$ cat config.mk
export PLATFORM = sky130hd
export DESIGN_NAME = uncore_event_counter_bank
export DESIGN_NICKNAME = d
export VERILOG_FILES = /design/src/event_counter_pkg.sv /design/src/counter_link_if.sv /design/src/uncore_event_counter_bank.sv /design/src/event_counter_unit.sv
export SDC_FILE = /design/constraint.sdc
export NUM_CORES = 2
export LEC_CHECK = 0
export ABC_AREA = 0
export ABC_CLOCK_PERIOD_IN_PS = 30000
export BUFFER_PORTS_ARGS = -buffer_cell sky130_fd_sc_hd__buf_2
export CORE_ASPECT_RATIO = 1.5
export CORE_UTILIZATION = 60
export CTS_BUF_LIST = sky130_fd_sc_hd__clkbuf_2
export DETAILED_ROUTE_END_ITERATION = 7
export GPL_TIMING_DRIVEN = 0
export PLACE_DENSITY = 0.76
export SLEW_MARGIN = 25
export SYNTH_ARGS = -nofsm -noshare
export SYNTH_HDL_FRONTEND = slang
export SYNTH_SLANG_ARGS = --single-unit
$ cat constraint.sdc
create_clock -name i_core_clk -period 30 [get_ports i_core_clk]
set_clock_uncertainty 0.2 [all_clocks]
set_input_delay 0 -clock i_core_clk [delete_from_list [all_inputs] [get_ports i_core_clk]]
set_output_delay 0 -clock i_core_clk [all_outputs]
set_load 0.1 [all_outputs]
$ cat src/event_counter_pkg.sv
package event_counter_pkg;

  // ------------------------------------------------------------
  // register addresses
  // ------------------------------------------------------------
  localparam logic [11:0] ADDR_GLOBAL_CTRL = 12'he01;
  localparam logic [11:0] ADDR_GLOBAL_STATUS = 12'he02;
  localparam logic [11:0] ADDR_SLICE_COUNT = 12'h396;
  localparam logic [11:0] ADDR_TRK_COUNT_BASE = 12'h3b0;
  localparam logic [11:0] ADDR_TRK_SELECT_BASE = 12'h3b2;
  localparam logic [11:0] ADDR_SLICE_SELECT_BASE = 12'h700;
  localparam logic [11:0] ADDR_SLICE_COUNT_BASE = 12'h706;
  localparam logic [11:0] ADDR_SLICE_STRIDE = 12'h010;

  // ------------------------------------------------------------
  // sizes
  // ------------------------------------------------------------
  localparam int SLICE_UNITS = 4;
  localparam int UNIT_COUNTERS = 2;
  localparam int TOTAL_COUNTERS = (SLICE_UNITS + 1) * UNIT_COUNTERS;
  localparam int COUNT_WIDTH = 44;
  localparam int SELECT_WIDTH = 29;
  localparam int INCR_WIDTH = 5;

  // ------------------------------------------------------------
  // field positions and reset values
  // ------------------------------------------------------------
  localparam int GLOBAL_ENABLE_BIT = 29;
  localparam int TRK_OVERFLOW_BIT = 1;
  localparam int SLICE_COUNT_MSB = 3;
  localparam logic [3:0] SLICE_COUNT_VALUE = 4'h5;
  localparam int LEVEL_MSB = 28;
  localparam int LEVEL_LSB = 24;
  localparam int POLARITY_BIT = 23;
  localparam int LOCAL_ENABLE_BIT = 22;
  localparam int OVERFLOW_FORWARD_BIT = 20;
  localparam int EDGE_MODE_BIT = 18;
  localparam int SUB_MASK_MSB = 15;
  localparam int SUB_MASK_LSB = 8;
  localparam int CODE_MSB = 7;
  localparam logic [SELECT_WIDTH-1:0] SELECT_WRITE_MASK = 29'h1fd4ffff;
  localparam logic [SELECT_WIDTH-1:0] SELECT_RESET = 29'h0;
  localparam logic [COUNT_WIDTH-1:0] COUNT_RESET = 44'h0;

  // ------------------------------------------------------------
  // event codes and sub-event mask bits
  // ------------------------------------------------------------
  localparam logic [7:0] CODE_FABRIC_CYCLE = 8'h00;
  localparam logic [7:0] CODE_SNOOP_RESPONSE = 8'h22;
  localparam logic [7:0] CODE_CACHE_LOOKUP = 8'h34;
  localparam logic [7:0] CODE_TRK_OCCUPANCY = 8'h80;
  localparam logic [7:0] CODE_TRK_REQUEST = 8'h81;
  localparam logic [7:0] CODE_COH_TRK_REQUEST = 8'h84;
  localparam int MASK_ALL_BIT = 0;
  localparam int MASK_TRK_WRITE_BIT = 5;
  localparam int MASK_SNP_CORE_BIT = 6;
  localparam int MASK_SNP_EVICT_BIT = 7;
  localparam int MASK_LKP_READ_BIT = 4;
  localparam int MASK_LKP_WRITE_BIT = 5;
  localparam int MASK_LKP_ANY_BIT = 7;

  // ------------------------------------------------------------
  // state
  // ------------------------------------------------------------
  typedef struct packed {
    logic [SELECT_WIDTH-1:0] select;
    logic [COUNT_WIDTH-1:0] count;
    logic prev_active;
    logic overflow;
  } unit_state_s;

  typedef struct packed {
    logic global_enable;
    logic trk_overflow;
    logic monitor_interrupt;
    logic rd_valid;
    logic [63:0] rdata;
  } bank_state_s;

endpackage

$ cat src/counter_link_if.sv
`timescale 1ns/100ps
interface counter_link_if;
  logic wr_select;
  logic wr_count;
  logic [63:0] wdata;
  logic [event_counter_pkg::INCR_WIDTH-1:0] incr;
  logic [event_counter_pkg::SELECT_WIDTH-1:0] select;
  logic [event_counter_pkg::COUNT_WIDTH-1:0] count;
  logic overflow;

  modport unit (
    input wr_select,
    input wr_count,
    input wdata,
    input incr,
    output select,
    output count,
    output overflow
  );

  modport bank (
    output wr_select,
    output wr_count,
    output wdata,
    output incr,
    input select,
    input count,
    input overflow
  );
endinterface

$ cat src/uncore_event_counter_bank.sv
`timescale 1ns/100ps
module uncore_event_counter_bank (
  input wire logic i_core_clk,
  input wire logic i_rst,
  input wire logic i_msr_wr,
  input wire logic i_msr_rd,
  input wire logic [11:0] i_msr_addr,
  input wire logic [63:0] i_msr_wdata,
  input wire logic [3:0] i_snoop_valid,
  input wire logic [3:0] i_snoop_evict,
  input wire logic [3:0][2:0] i_snoop_result,
  input wire logic [3:0] i_lookup_valid,
  input wire logic [3:0] i_lookup_write,
  input wire logic [3:0][3:0] i_lookup_state,
  input wire logic [4:0] i_trk_occupancy,
  input wire logic i_trk_alloc,
  input wire logic i_trk_alloc_write,
  input wire logic i_coh_trk_alloc,
  output logic [63:0] o_msr_rdata,
  output logic o_msr_rd_valid,
  output logic o_monitor_interrupt,
  output logic o_tracker_overflow_flag
);

  // ------------------------------------------------------------
  // address decoding
  // ------------------------------------------------------------
  // index 0..7 are slice counters, 8 and 9 the tracker pair
  function automatic logic [11:0] unit_addr(input int idx, input logic is_count);
    logic [11:0] base;
    logic [11:0] slice;
    base = 12'h000;
    slice = 12'(idx / event_counter_pkg::UNIT_COUNTERS);
    if (idx >= event_counter_pkg::SLICE_UNITS * event_counter_pkg::UNIT_COUNTERS) begin
      base = is_count ? event_counter_pkg::ADDR_TRK_COUNT_BASE
                      : event_counter_pkg::ADDR_TRK_SELECT_BASE;
    end else begin
      base = (is_count ? event_counter_pkg::ADDR_SLICE_COUNT_BASE
                       : event_counter_pkg::ADDR_SLICE_SELECT_BASE)
             + slice * event_counter_pkg::ADDR_SLICE_STRIDE;
    end
    return base + 12'(idx % event_counter_pkg::UNIT_COUNTERS);
  endfunction

  // ------------------------------------------------------------
  // event sources
  // ------------------------------------------------------------
  function automatic logic [4:0] slice_incr(
    input logic [28:0] sel,
    input logic snp_valid,
    input logic snp_evict,
    input logic [2:0] snp_result,
    input logic lkp_valid,
    input logic lkp_write,
    input logic [3:0] lkp_state
  );
    logic [7:0] mask;
    logic [7:0] code;
    logic hit;
    mask = sel[event_counter_pkg::SUB_MASK_MSB:event_counter_pkg::SUB_MASK_LSB];
    code = sel[event_counter_pkg::CODE_MSB:0];
    hit = 1'b0;
    case (code)
      event_counter_pkg::CODE_SNOOP_RESPONSE: begin
        // mask bits: miss at 0, clean hit at 2, modified hit at 3 (result bits 0, 1, 2)
        hit = snp_valid
              && (snp_evict ? mask[event_counter_pkg::MASK_SNP_EVICT_BIT]
                            : mask[event_counter_pkg::MASK_SNP_CORE_BIT])
              && |({mask[3:2], mask[0]} & snp_result);
      end
      event_counter_pkg::CODE_CACHE_LOOKUP: begin
        hit = lkp_valid
              && (mask[event_counter_pkg::MASK_LKP_ANY_BIT]
                  || (lkp_write ? mask[event_counter_pkg::MASK_LKP_WRITE_BIT]
                                : mask[event_counter_pkg::MASK_LKP_READ_BIT]))
              && |(mask[3:0] & lkp_state);
      end
      default: begin
        hit = 1'b0;
      end
    endcase
    return {4'h0, hit};
  endfunction

  function automatic logic [4:0] tracker_incr(
    input logic [28:0] sel,
    input logic first_counter,
    input logic [4:0] occupancy,
    input logic alloc,
    input logic alloc_write,
    input logic coh_alloc
  );
    logic [7:0] mask;
    logic [7:0] code;
    logic [4:0] incr;
    mask = sel[event_counter_pkg::SUB_MASK_MSB:event_counter_pkg::SUB_MASK_LSB];
    code = sel[event_counter_pkg::CODE_MSB:0];
    incr = 5'h00;
    case (code)
      event_counter_pkg::CODE_TRK_OCCUPANCY: begin
        // occupancy is fed to counter 0 only; counter 1 sees nothing
        if (first_counter && mask[event_counter_pkg::MASK_ALL_BIT]) begin
          incr = occupancy;
        end
      end
      event_counter_pkg::CODE_TRK_REQUEST: begin
        incr = {4'h0, (mask[event_counter_pkg::MASK_ALL_BIT] && alloc)
                      || (mask[event_counter_pkg::MASK_TRK_WRITE_BIT] && alloc && alloc_write)};
      end
      event_counter_pkg::CODE_COH_TRK_REQUEST: begin
        incr = {4'h0, mask[event_counter_pkg::MASK_ALL_BIT] && coh_alloc};
      end
      default: begin
        incr = 5'h00;
      end
    endcase
    return incr;
  endfunction

  // ------------------------------------------------------------
  // counter units
  // ------------------------------------------------------------
  event_counter_pkg::bank_state_s state_q;
  event_counter_pkg::bank_state_s state_d;
  logic [event_counter_pkg::TOTAL_COUNTERS-1:0][28:0] unit_select;
  logic [event_counter_pkg::TOTAL_COUNTERS-1:0][43:0] unit_count;
  logic [event_counter_pkg::TOTAL_COUNTERS-1:0] unit_overflow;

  counter_link_if link[event_counter_pkg::TOTAL_COUNTERS]();

  genvar gi;
  generate
    for (gi = 0; gi < event_counter_pkg::TOTAL_COUNTERS; gi++) begin : g_unit
      localparam int SLICE = gi / event_counter_pkg::UNIT_COUNTERS;
      assign link[gi].wr_select = i_msr_wr && (i_msr_addr == unit_addr(gi, 1'b0));
      assign link[gi].wr_count = i_msr_wr && (i_msr_addr == unit_addr(gi, 1'b1));
      assign link[gi].wdata = i_msr_wdata;
      if (SLICE < event_counter_pkg::SLICE_UNITS) begin : g_slice
        assign link[gi].incr = slice_incr(link[gi].select, i_snoop_valid[SLICE],
                                          i_snoop_evict[SLICE], i_snoop_result[SLICE],
                                          i_lookup_valid[SLICE], i_lookup_write[SLICE],
                                          i_lookup_state[SLICE]);
      end else begin : g_tracker
        assign link[gi].incr = tracker_incr(link[gi].select,
                                            (gi % event_counter_pkg::UNIT_COUNTERS) == 0,
                                            i_trk_occupancy, i_trk_alloc,
                                            i_trk_alloc_write, i_coh_trk_alloc);
      end
      assign unit_select[gi] = link[gi].select;
      assign unit_count[gi] = link[gi].count;
      assign unit_overflow[gi] = link[gi].overflow;
      event_counter_unit u_unit (
        .i_core_clk(i_core_clk),
        .i_rst(i_rst),
        .i_global_enable(state_q.global_enable),
        .link(link[gi])
      );
    end
  endgenerate

  // ------------------------------------------------------------
  // register access and global state
  // ------------------------------------------------------------
  always_comb begin
    state_d = state_q;
    state_d.rd_valid = i_msr_rd;
    state_d.monitor_interrupt = 1'b0;
    for (int k = 0; k < event_counter_pkg::TOTAL_COUNTERS; k++) begin
      if (unit_overflow[k] && unit_select[k][event_counter_pkg::OVERFLOW_FORWARD_BIT]) begin
        state_d.monitor_interrupt = 1'b1;
      end
    end
    if (i_msr_wr && (i_msr_addr == event_counter_pkg::ADDR_GLOBAL_CTRL)) begin
      state_d.global_enable = i_msr_wdata[event_counter_pkg::GLOBAL_ENABLE_BIT];
    end
    // clear first so that an overflow in the same cycle still sets the flag
    if (i_msr_wr && (i_msr_addr == event_counter_pkg::ADDR_GLOBAL_STATUS)
        && i_msr_wdata[event_counter_pkg::TRK_OVERFLOW_BIT]) begin
      state_d.trk_overflow = 1'b0;
    end
    if (|unit_overflow[event_counter_pkg::TOTAL_COUNTERS-1:
                       event_counter_pkg::TOTAL_COUNTERS-event_counter_pkg::UNIT_COUNTERS]) begin
      state_d.trk_overflow = 1'b1;
    end
    if (i_msr_rd) begin
      state_d.rdata = 64'h0;
      if (i_msr_addr == event_counter_pkg::ADDR_SLICE_COUNT) begin
        state_d.rdata[event_counter_pkg::SLICE_COUNT_MSB:0] =
          event_counter_pkg::SLICE_COUNT_VALUE;
      end
      if (i_msr_addr == event_counter_pkg::ADDR_GLOBAL_CTRL) begin
        state_d.rdata[event_counter_pkg::GLOBAL_ENABLE_BIT] = state_q.global_enable;
      end
      if (i_msr_addr == event_counter_pkg::ADDR_GLOBAL_STATUS) begin
        state_d.rdata[event_counter_pkg::TRK_OVERFLOW_BIT] = state_q.trk_overflow;
      end
      for (int k = 0; k < event_counter_pkg::TOTAL_COUNTERS; k++) begin
        if (i_msr_addr == unit_addr(k, 1'b0)) begin
          state_d.rdata[28:0] = unit_select[k];
        end
        if (i_msr_addr == unit_addr(k, 1'b1)) begin
          state_d.rdata[43:0] = unit_count[k];
        end
      end
    end
  end

  always_ff @(posedge i_core_clk or posedge i_rst) begin
    if (i_rst) begin
      state_q.global_enable <= 1'b0;
      state_q.trk_overflow <= 1'b0;
      state_q.monitor_interrupt <= 1'b0;
      state_q.rd_valid <= 1'b0;
      state_q.rdata <= 64'h0;
    end else begin
      state_q <= state_d;
    end
  end

  assign o_msr_rdata = state_q.rdata;
  assign o_msr_rd_valid = state_q.rd_valid;
  assign o_monitor_interrupt = state_q.monitor_interrupt;
  assign o_tracker_overflow_flag = state_q.trk_overflow;

endmodule

$ cat src/event_counter_unit.sv
`timescale 1ns/100ps
module event_counter_unit (
  input wire logic i_core_clk,
  input wire logic i_rst,
  input wire logic i_global_enable,
  counter_link_if.unit link
);

  event_counter_pkg::unit_state_s state_q;
  event_counter_pkg::unit_state_s state_d;
  logic [4:0] level;
  logic [4:0] step;
  logic active;
  logic [44:0] sum;

  // ------------------------------------------------------------
  // compare and edge shaping
  // ------------------------------------------------------------
  assign level = state_q.select[event_counter_pkg::LEVEL_MSB:event_counter_pkg::LEVEL_LSB];

  always_comb begin
    if (level == 5'h00) begin
      step = link.incr;
    end else if (!state_q.select[event_counter_pkg::POLARITY_BIT]) begin
      step = (link.incr >= level) ? 5'h01 : 5'h00;
    end else begin
      step = (link.incr < level) ? 5'h01 : 5'h00;
    end
  end

  assign active = (step != 5'h00);

  // ------------------------------------------------------------
  // next state
  // ------------------------------------------------------------
  always_comb begin
    state_d = state_q;
    state_d.overflow = 1'b0;
    state_d.prev_active = active;
    sum = {1'b0, state_q.count};
    if (state_q.select[event_counter_pkg::LOCAL_ENABLE_BIT] && i_global_enable) begin
      if (state_q.select[event_counter_pkg::EDGE_MODE_BIT]) begin
        sum = {1'b0, state_q.count} + {44'h0, (active && !state_q.prev_active)};
      end else begin
        sum = {1'b0, state_q.count} + {40'h0, step};
      end
    end
    state_d.count = sum[43:0];
    state_d.overflow = sum[44];
    // a software write overrides the increment of the same cycle
    if (link.wr_count) begin
      state_d.count = link.wdata[43:0];
    end
    if (link.wr_select) begin
      state_d.select = link.wdata[28:0] & event_counter_pkg::SELECT_WRITE_MASK;
    end
  end

  always_ff @(posedge i_core_clk or posedge i_rst) begin
    if (i_rst) begin
      state_q.select <= event_counter_pkg::SELECT_RESET;
      state_q.count <= event_counter_pkg::COUNT_RESET;
      state_q.prev_active <= 1'b0;
      state_q.overflow <= 1'b0;
    end else begin
      state_q <= state_d;
    end
  end

  assign link.select = state_q.select;
  assign link.count = state_q.count;
  assign link.overflow = state_q.overflow;

endmodule

# Word level (Yosys, flattened, before mapping)
# Index checks and enable logic that the tools add are counted.
# W data, S select, Z words.
# totals
reg_bits	758
out_inout_bits	67
# classes
order_cmp	20
addsub	30
n_bitwise	16
mux	146
eq_ne	64
n_reduce_logical	161
# op_table
operator	count
$mux W44	23
$mux W45	20
$add A44 B1 Y45	10
$add A44 B5 Y45	10
$mux W29	10
$eq A12 B12 Y1	20
$eq A12 B11 Y1 const B	16
$eq A8 B6 Y1 const B	16
$add A12 B1 Y12 const B	10
$mux W12	10
$mux W5	21
$logic_and A1 B1 Y1	93
$eq A12 B10 Y1 const B	5
$logic_not A5 Y1	10
$mux W1	50
$reduce_bool A5 Y1	10
$ge A1 B5 Y1	9
$lt A1 B5 Y1	9
$eq A8 B8 Y1 const B	5
$and A4 B4 Y4	8
$reduce_or A4 Y1	8
$and A3 B3 Y3	8
$eq A12 B12 Y1 const B	2
$reduce_or A3 Y1	8
other kinds (10)	46

# Longest topological paths before layout
# depth
ltp_word	27
ltp_mapped	21
mapped_depth_nobuf	21

# Modules after synthesis
# Synthesis repeated with hierarchy kept, for this count alone.
# hier_totals
hier_cells	6105
hier_area_um2	54982.7
# modules_own_cells
mod	n_inst	seq_area_each_um2	area_per_inst_um2	cells_each
event_counter_unit at g_unit[0].u_unit ...	6	1776.7	4644.5	488
event_counter_unit at g_unit[4].u_unit ...	3	1776.7	4569.4	484
uncore_event_counter_bank	1	1201.2	8972.4	1255
event_counter_unit at g_unit[3].u_unit	1	1776.7	4435.5	470

# Worst setup path after synthesis
# OpenSTA, ideal clock, no wires.
# synth_path
kind	flip-flop to flip-flop
startpoint	reg g_unit[8].u_unit.link.select[1] (netlist name)
endpoint	reg g_unit[8].u_unit.link.count[42] (netlist name)
t_required_ns	29.663
arrival_time_ns	4.167
setup_ns	0.137
n_path_buf	0
path_slack_ns	25.496
stages_incl_launch_ff	22
cell_sequence	dfrtp_1 -> nor4_1 -> nand3b_1 -> nor4b_1 -> and2_1 -> ha_1 -> a21o_1 -> a21oi_1 -> nand2_1 -> a311oi_1 -> a21o_1 -> mux2_2 -> a22oi_1 -> ha_1 -> fa_1 -> a21o_1 -> a21o_1 -> a21oi_1 -> nor2_1 -> nand4_1 -> xor2_1 -> a21oi_1
# synth_between
elab_chain_len	12
word_cells_on_any_way	17
cone_classes	2 x add/sub; 2 x order compare; 3 x eq/ne; 8 x mux; 2 x reduce/logical
# synth_rtl
item	line	source
$eq A8 B8 Y1	uncore_event_counter_bank.sv:99	case (code)
$pmux W5 S3 *	uncore_event_counter_bank.sv:99	
$ge A5 B5 Y1 or $lt A5 B5 Y1 (tied branches)	event_counter_unit.sv:25, event_counter_unit.sv:27	
$mux W1 (on tied branches)	event_counter_unit.sv:25, event_counter_unit.sv:27	
$mux W5	event_counter_unit.sv:24	end else if (!state_q.select[event_counter_pkg::POLARITY_BIT]) begin
$mux W5 *	event_counter_unit.sv:22	if (level == 5'h00) begin
$reduce_bool A5 Y1	event_counter_unit.sv:31	assign active = (step != 5'h00);
$logic_and A1 B1 Y1	event_counter_unit.sv:43	sum = {1'b0, state_q.count} + {44'h0, (active && !state_q.prev_active)};
$add A44 B1 Y45	event_counter_unit.sv:43	
$mux W45 *	event_counter_unit.sv:42	if (state_q.select[event_counter_pkg::EDGE_MODE_BIT]) begin
$mux W45 *	event_counter_unit.sv:41	if (state_q.select[event_counter_pkg::LOCAL_ENABLE_BIT] && i_global_enable) begin
$mux W44 *	event_counter_unit.sv:51	if (link.wr_count) begin
# Every way passes the cells marked *; elsewhere a longest branch is shown, timed or not. The select of a mux whose other input is x is not followed.
# A chain may end at the register's enable or synchronous reset.

# Worst setup path after layout
# layout_path
startpoint	reg g_unit[8].u_unit.link.select[3] (netlist name)
endpoint	reg g_unit[8].u_unit.link.count[9] (netlist name)
# layout_between
elab_chain_len	12
word_cells_on_any_way	17
cone_classes	2 x add/sub; 2 x order compare; 3 x eq/ne; 8 x mux; 2 x reduce/logical
# layout_rtl
item	line
$eq A8 B8 Y1	uncore_event_counter_bank.sv:99
$pmux W5 S3 *	uncore_event_counter_bank.sv:99
$ge A5 B5 Y1 or $lt A5 B5 Y1 (tied branches)	event_counter_unit.sv:25, event_counter_unit.sv:27
$mux W1 (on tied branches)	event_counter_unit.sv:25, event_counter_unit.sv:27
$mux W5	event_counter_unit.sv:24
$mux W5 *	event_counter_unit.sv:22
$reduce_bool A5 Y1	event_counter_unit.sv:31
$logic_and A1 B1 Y1	event_counter_unit.sv:43
$add A44 B1 Y45	event_counter_unit.sv:43
$mux W45 *	event_counter_unit.sv:42
$mux W45 *	event_counter_unit.sv:41
$mux W44 *	event_counter_unit.sv:51
# Marked as above.

==> run summary <==
The vertical die dimension came out at 332 µm. The critical path starts at g_unit[8].u_unit.link.select[3]. For the buffer depth of the longest clock path, the log shows 3.

The tools report the clock tree root driver cell as clkbuf_2. Counting flops with a built-in enable in the synthesized netlist gives 0. After detailed routing, the average wire length per cell comes to 33.2 µm.

For flop-to-flop paths, the worst setup slack is 22.21 ns. After clock tree synthesis, the clock-pin slew on the worst setup and hold paths is 0.12 ns. The final reports fail on design-rule violations.

The biggest area contributor in the post-synthesis netlist is dfrtp_1. Counting every instance in the synthesized netlist gives 4,764. The effective utilization at floorplan is 60.9%.

The wire-length estimate of the detail-placed layout is 153,000 µm. Per report_power, the clock group accounts for 37.2% of the total. The tools report the data arrival time of the critical path as 9.09 ns.

Counting flops with an async set or reset pin after synthesis yields a share of 100%. Static timing analysis puts the maximum clock frequency at 128 MHz. The ratio of total power to cell area is 38.8 nW/µm².

In this run the horizontal extent of the chip is 222 µm. Once the clock tree was built, the setup fixing pass inserted 0 buffers. Power comes to 0.00194 W. The number of hold buffers added after cts came out at 254. Walking the worst path, the cells encountered are nor4_1 > nand3b_1 > nor4b_1 > and2_1 > ha_1 > a21o_1 > a21oi_1 > nand2_1 > a21o_1 > mux2_2 > dlygate4sd3_1 > a22oi_1 > dlygate4sd3_1 > ha_1 > a21o_1 > a21oi_1 > o21a_1 > dlygate4sd3_1 > nor2_2 > nand2_1 > xor2_1 > a21oi_1 > dlygate4sd3_1. Port buffering added 112 buffers. The row count came out at 120. The H-tree was split into 4 levels. Summed over all failing endpoints, the final setup total negative slack is 0 ns. Number of I/O pins: 199.

The net switching power of the design is 0.000609 W. In this run the worst hold path is classified as in -> reg. The relative slew slack is 11.8%, and the final hold violation count is 0. The footprint of the multi-input gates came out at 23,000 µm². After synthesis, flip-flops and latches occupy 43.4% of the total area. Along the worst path, the maximum fanout reaches 9. The run gives 0.0000471 V as the worst voltage drop across the vdd grid. The number of routed nets with antenna violations is 0. Share of the synthesized area in the top cell type: 43.4%. The portion of the clock cycle consumed by the worst path in the final layout was 26.0%; the cell leakage power was 22.2 nW.

The region available for standard cell placement spans 71,800 µm². The first global-routing pass estimated 303,000 µm of wire. The run gives 5,822 as the total placed cells including tap cells. The netlist area before placement is 43,700 µm², and the synthesized flop and latch total is 758.

The transition at the pin with the smallest max-transition slack was 1.32 ns. The delay of the slowest cell on the worst path works out to 0.80 ns. For this run, the post-layout net count is 5,527.

The routed layout has 46,100 vias. For the global-route usage over all layers, the log shows 57.6%. The via count of the first global-routing pass is 44,200, and the area of the die is 73,900 µm². Number of gates resized after cts: 0. The sequential cells in the finished layout cover a total of 19,000 µm². STA classifies the critical path startpoint as a flop.

The netlist uses 95 different library cells. The tools report the routability congestion estimate as 1.11. The run gives 183 as the number of clock buffers inserted by TritonCTS. In the post-synthesis netlist, the biggest area contributors are dfrtp_1, mux2_2, a21oi_1. The run gives 31.30 ns as the endpoint required time on the critical path. The Yosys step of the flow raised 0 warnings. The nature of the critical path endpoint was a flop. The tool flagged a number of max-cap violations equal to 0. The clock net in this run drives a total of 758 sinks. The tools report the clock latency reported for the late side of the worst-skew pair as 1.63 ns. The worst path needs 7.79 ns of the cycle, external delays included. In this run switching power makes up 31.4% of total power. The routed wire length was 213,000 µm. For this run, design rule violations remaining after detail routing come to 4. The area growth from synthesis to layout is 14.6%. The tools report the number of design-rule violations left by the first detailed-router iteration as 7,119.

The worst setup path is of the reg -> reg kind. In the post-synthesis netlist, the cell with the most instances is dfrtp_1. The logs give 8 for the detailed-routing iteration count for the pre-antenna-repair pass and 9.2% for the power share of the combinational group. Entering global routing, the biggest net connects 99 pins.

The internal portion of the total power is 0.00133 W. Among all stages on the critical path, the largest delay is contributed by nor4b_1. Among the stages of the critical path, the cell type that occurs most often is dlygate4sd3_1. The post-layout instance count excluding filler cells is 6,422. TritonCTS built the clock tree. For the initial antenna violation count, the log shows 20. The fraction of layout instances using a drive strength above 1 was 16.0%.

Final max-slew violation count: 0. The dominant synthesized flop cell was dfrtp_1. The tools report the share of total power in sequential cells as 53.6%. By count the netlist is led by dfrtp_1, nor2_1, a21oi_1, nand2_1, mux2_2. Using the TritonRoute via totals, the vias-per-cell ratio works out to 7.18.

The tools report the number of failing setup endpoints in the final timing report as 0. The tools report the capture point of the worst reg-to-reg path as g_unit[8].u_unit.link.count[9]. Counting cells, the worst reg-to-reg path comes to 23. The critical path ends at g_unit[8].u_unit.link.count[9].

The flow ran to the end, but the final reports show violations. Fill cells in the final layout number 5,762. Setup repair after global routing left no endpoint under its margin. The beginning of the worst register-to-register path was g_unit[8].u_unit.link.select[3].

The synthesized area per cell is 9.17 µm². Global routing finished with a remaining overflow of 0.
-- sequential cells by signal, indices dropped and copies added, names as in the netlist --
register	count
o_msr_rdata	44
o_msr_rd_valid	1
o_tracker_overflow_flag	1
o_monitor_interrupt	1
g_unit.u_unit.link.count	440
state_q	1
g_unit.u_unit.link.select	250
g_unit.u_unit.link.overflow	10
g_unit.u_unit.state_q	10
-- stage by stage --
stage	utilization, %	cell area (µm²)	setup slack [ns]	hold slack, ns
after floorplan	-	43700	8.53	-0.169
after global placement	63.3	45500	-0.222	0.00877
after detailed placement	63.8	45800	24.05	-0.0429
after CTS	69.6	50000	22.22	0.000671
after global routing	69.7	50000	21.96	-0.00178
final	69.8	50100	22.21	0.0312
-- power by group through the flow --
stage          Sequential, W  Combinational (W)  Clock [W]
2_1_floorplan        0.00107          0.0000678          0
6_report             0.00104           0.000178   0.000723
4_1_cts              0.00104           0.000167   0.000707
3_3_place_gp         0.00106           0.000138          0
3_5_place_dp         0.00106           0.000144          0
5_1_grt              0.00104           0.000178   0.000757
-- how the worst min path moves through the flow --
stage                               start                         endpoint  slack (ns)  cells past startpoint
final                     i_msr_wdata[36]  g_unit[3].u_unit.link.count[36]        0.03                      5
after global routing      i_msr_wdata[30]  g_unit[3].u_unit.link.count[30]      -0.002                      5
after CTS                 i_msr_wdata[40]  g_unit[3].u_unit.link.count[40]      0.0007                      5
after detailed placement            i_rst  g_unit[0].u_unit.link.count[33]       -0.04                      2
after global placement           i_msr_rd                   o_msr_rd_valid       0.009                      1
after floorplan                  i_msr_rd                   o_msr_rd_valid       -0.17                      0
-- routing by layer --
layer / GRT usage [%] / routed length (µm) / vias to the layer above
met2: 80.3 / 86100 / 4299
met3: 21.2 / 29100 / 1515
met5: 0.197 / 95 / -
li1: - / - / 18400
met4: 61.4 / 29200 / 14
met1: 65.4 / 69000 / 21900
-- cell families after synthesis --
logic type,share of synthesized area (%)
multiplexers,7.61
buffers and inverters,4.07
adder cells (fa/ha/maj),1.11
XOR/XNOR,8.40
AND/OR/NAND/NOR,19.7
other,0.00859
AO/OA/AOI/OAI,15.7
flip-flops,43.4
-- cell usage in the layout (no fill, tap or decap), types with 27 or more instances in the layout --
| cell | synthesis | final |
|---|---|---|
| dlygate4sd3_1 | 0 | 247 |
| nor2b_1 | 28 | 28 |
| and3_1 | 78 | 78 |
| clkbuf_2 | 3 | 293 |
| a211oi_1 | 27 | 27 |
| clkbuf_1 | 203 | 178 |
| a221oi_1 | 71 | 71 |
| nand4_1 | 114 | 114 |
| nand2_1 | 363 | 363 |
| o221ai_1 | 28 | 28 |
| ha_1 | 37 | 37 |
| inv_1 | 75 | 74 |
| nor3_1 | 79 | 77 |
| a222oi_1 | 55 | 55 |
| and4_1 | 40 | 40 |
| xor2_1 | 215 | 215 |
| clkinv_1 | 1 | 47 |
| nor2_1 | 660 | 658 |
| nor4_1 | 41 | 40 |
| nand3_1 | 170 | 170 |
| dfrtp_1 | 758 | 758 |
| o22ai_1 | 38 | 38 |
| o21ai_0 | 158 | 158 |
| mux2_2 | 257 | 257 |
| buf_2 | 77 | 203 |
| and2_1 | 28 | 28 |
| mux2i_1 | 43 | 43 |
| xnor2_1 | 204 | 204 |
| a21oi_1 | 501 | 501 |
| buf_1 | 31 | 28 |
-- worst max-delay path, delay by kind of cell (launching register included) --
| family | cells | cell delay, ns |
|---|---|---|
| AND/OR/NAND/NOR | 7 | 2.41 |
| adder cells (fa/ha/maj) | 2 | 0.44 |
| AO/OA/AOI/OAI | 8 | 1.25 |
| buffers and inverters | 4 | 2.47 |
| XOR/XNOR | 1 | 0.19 |
| flip-flops | 1 | 0.45 |
| multiplexers | 1 | 0.25 |
-- final cells by class --
class	count	area share, %
Antenna cell	16	0.0800
Buffer	341	3.05
Tap cell	915	2.29
Timing Repair Buffer	389	6.86
Multi-Input combinational cell	3608	46.0
Clock buffer	259	2.59
Clock inverter	60	0.657
Inverter	76	0.585
Sequential cell	758	37.9
Note: power is estimated with default switching activity, not from simulation.
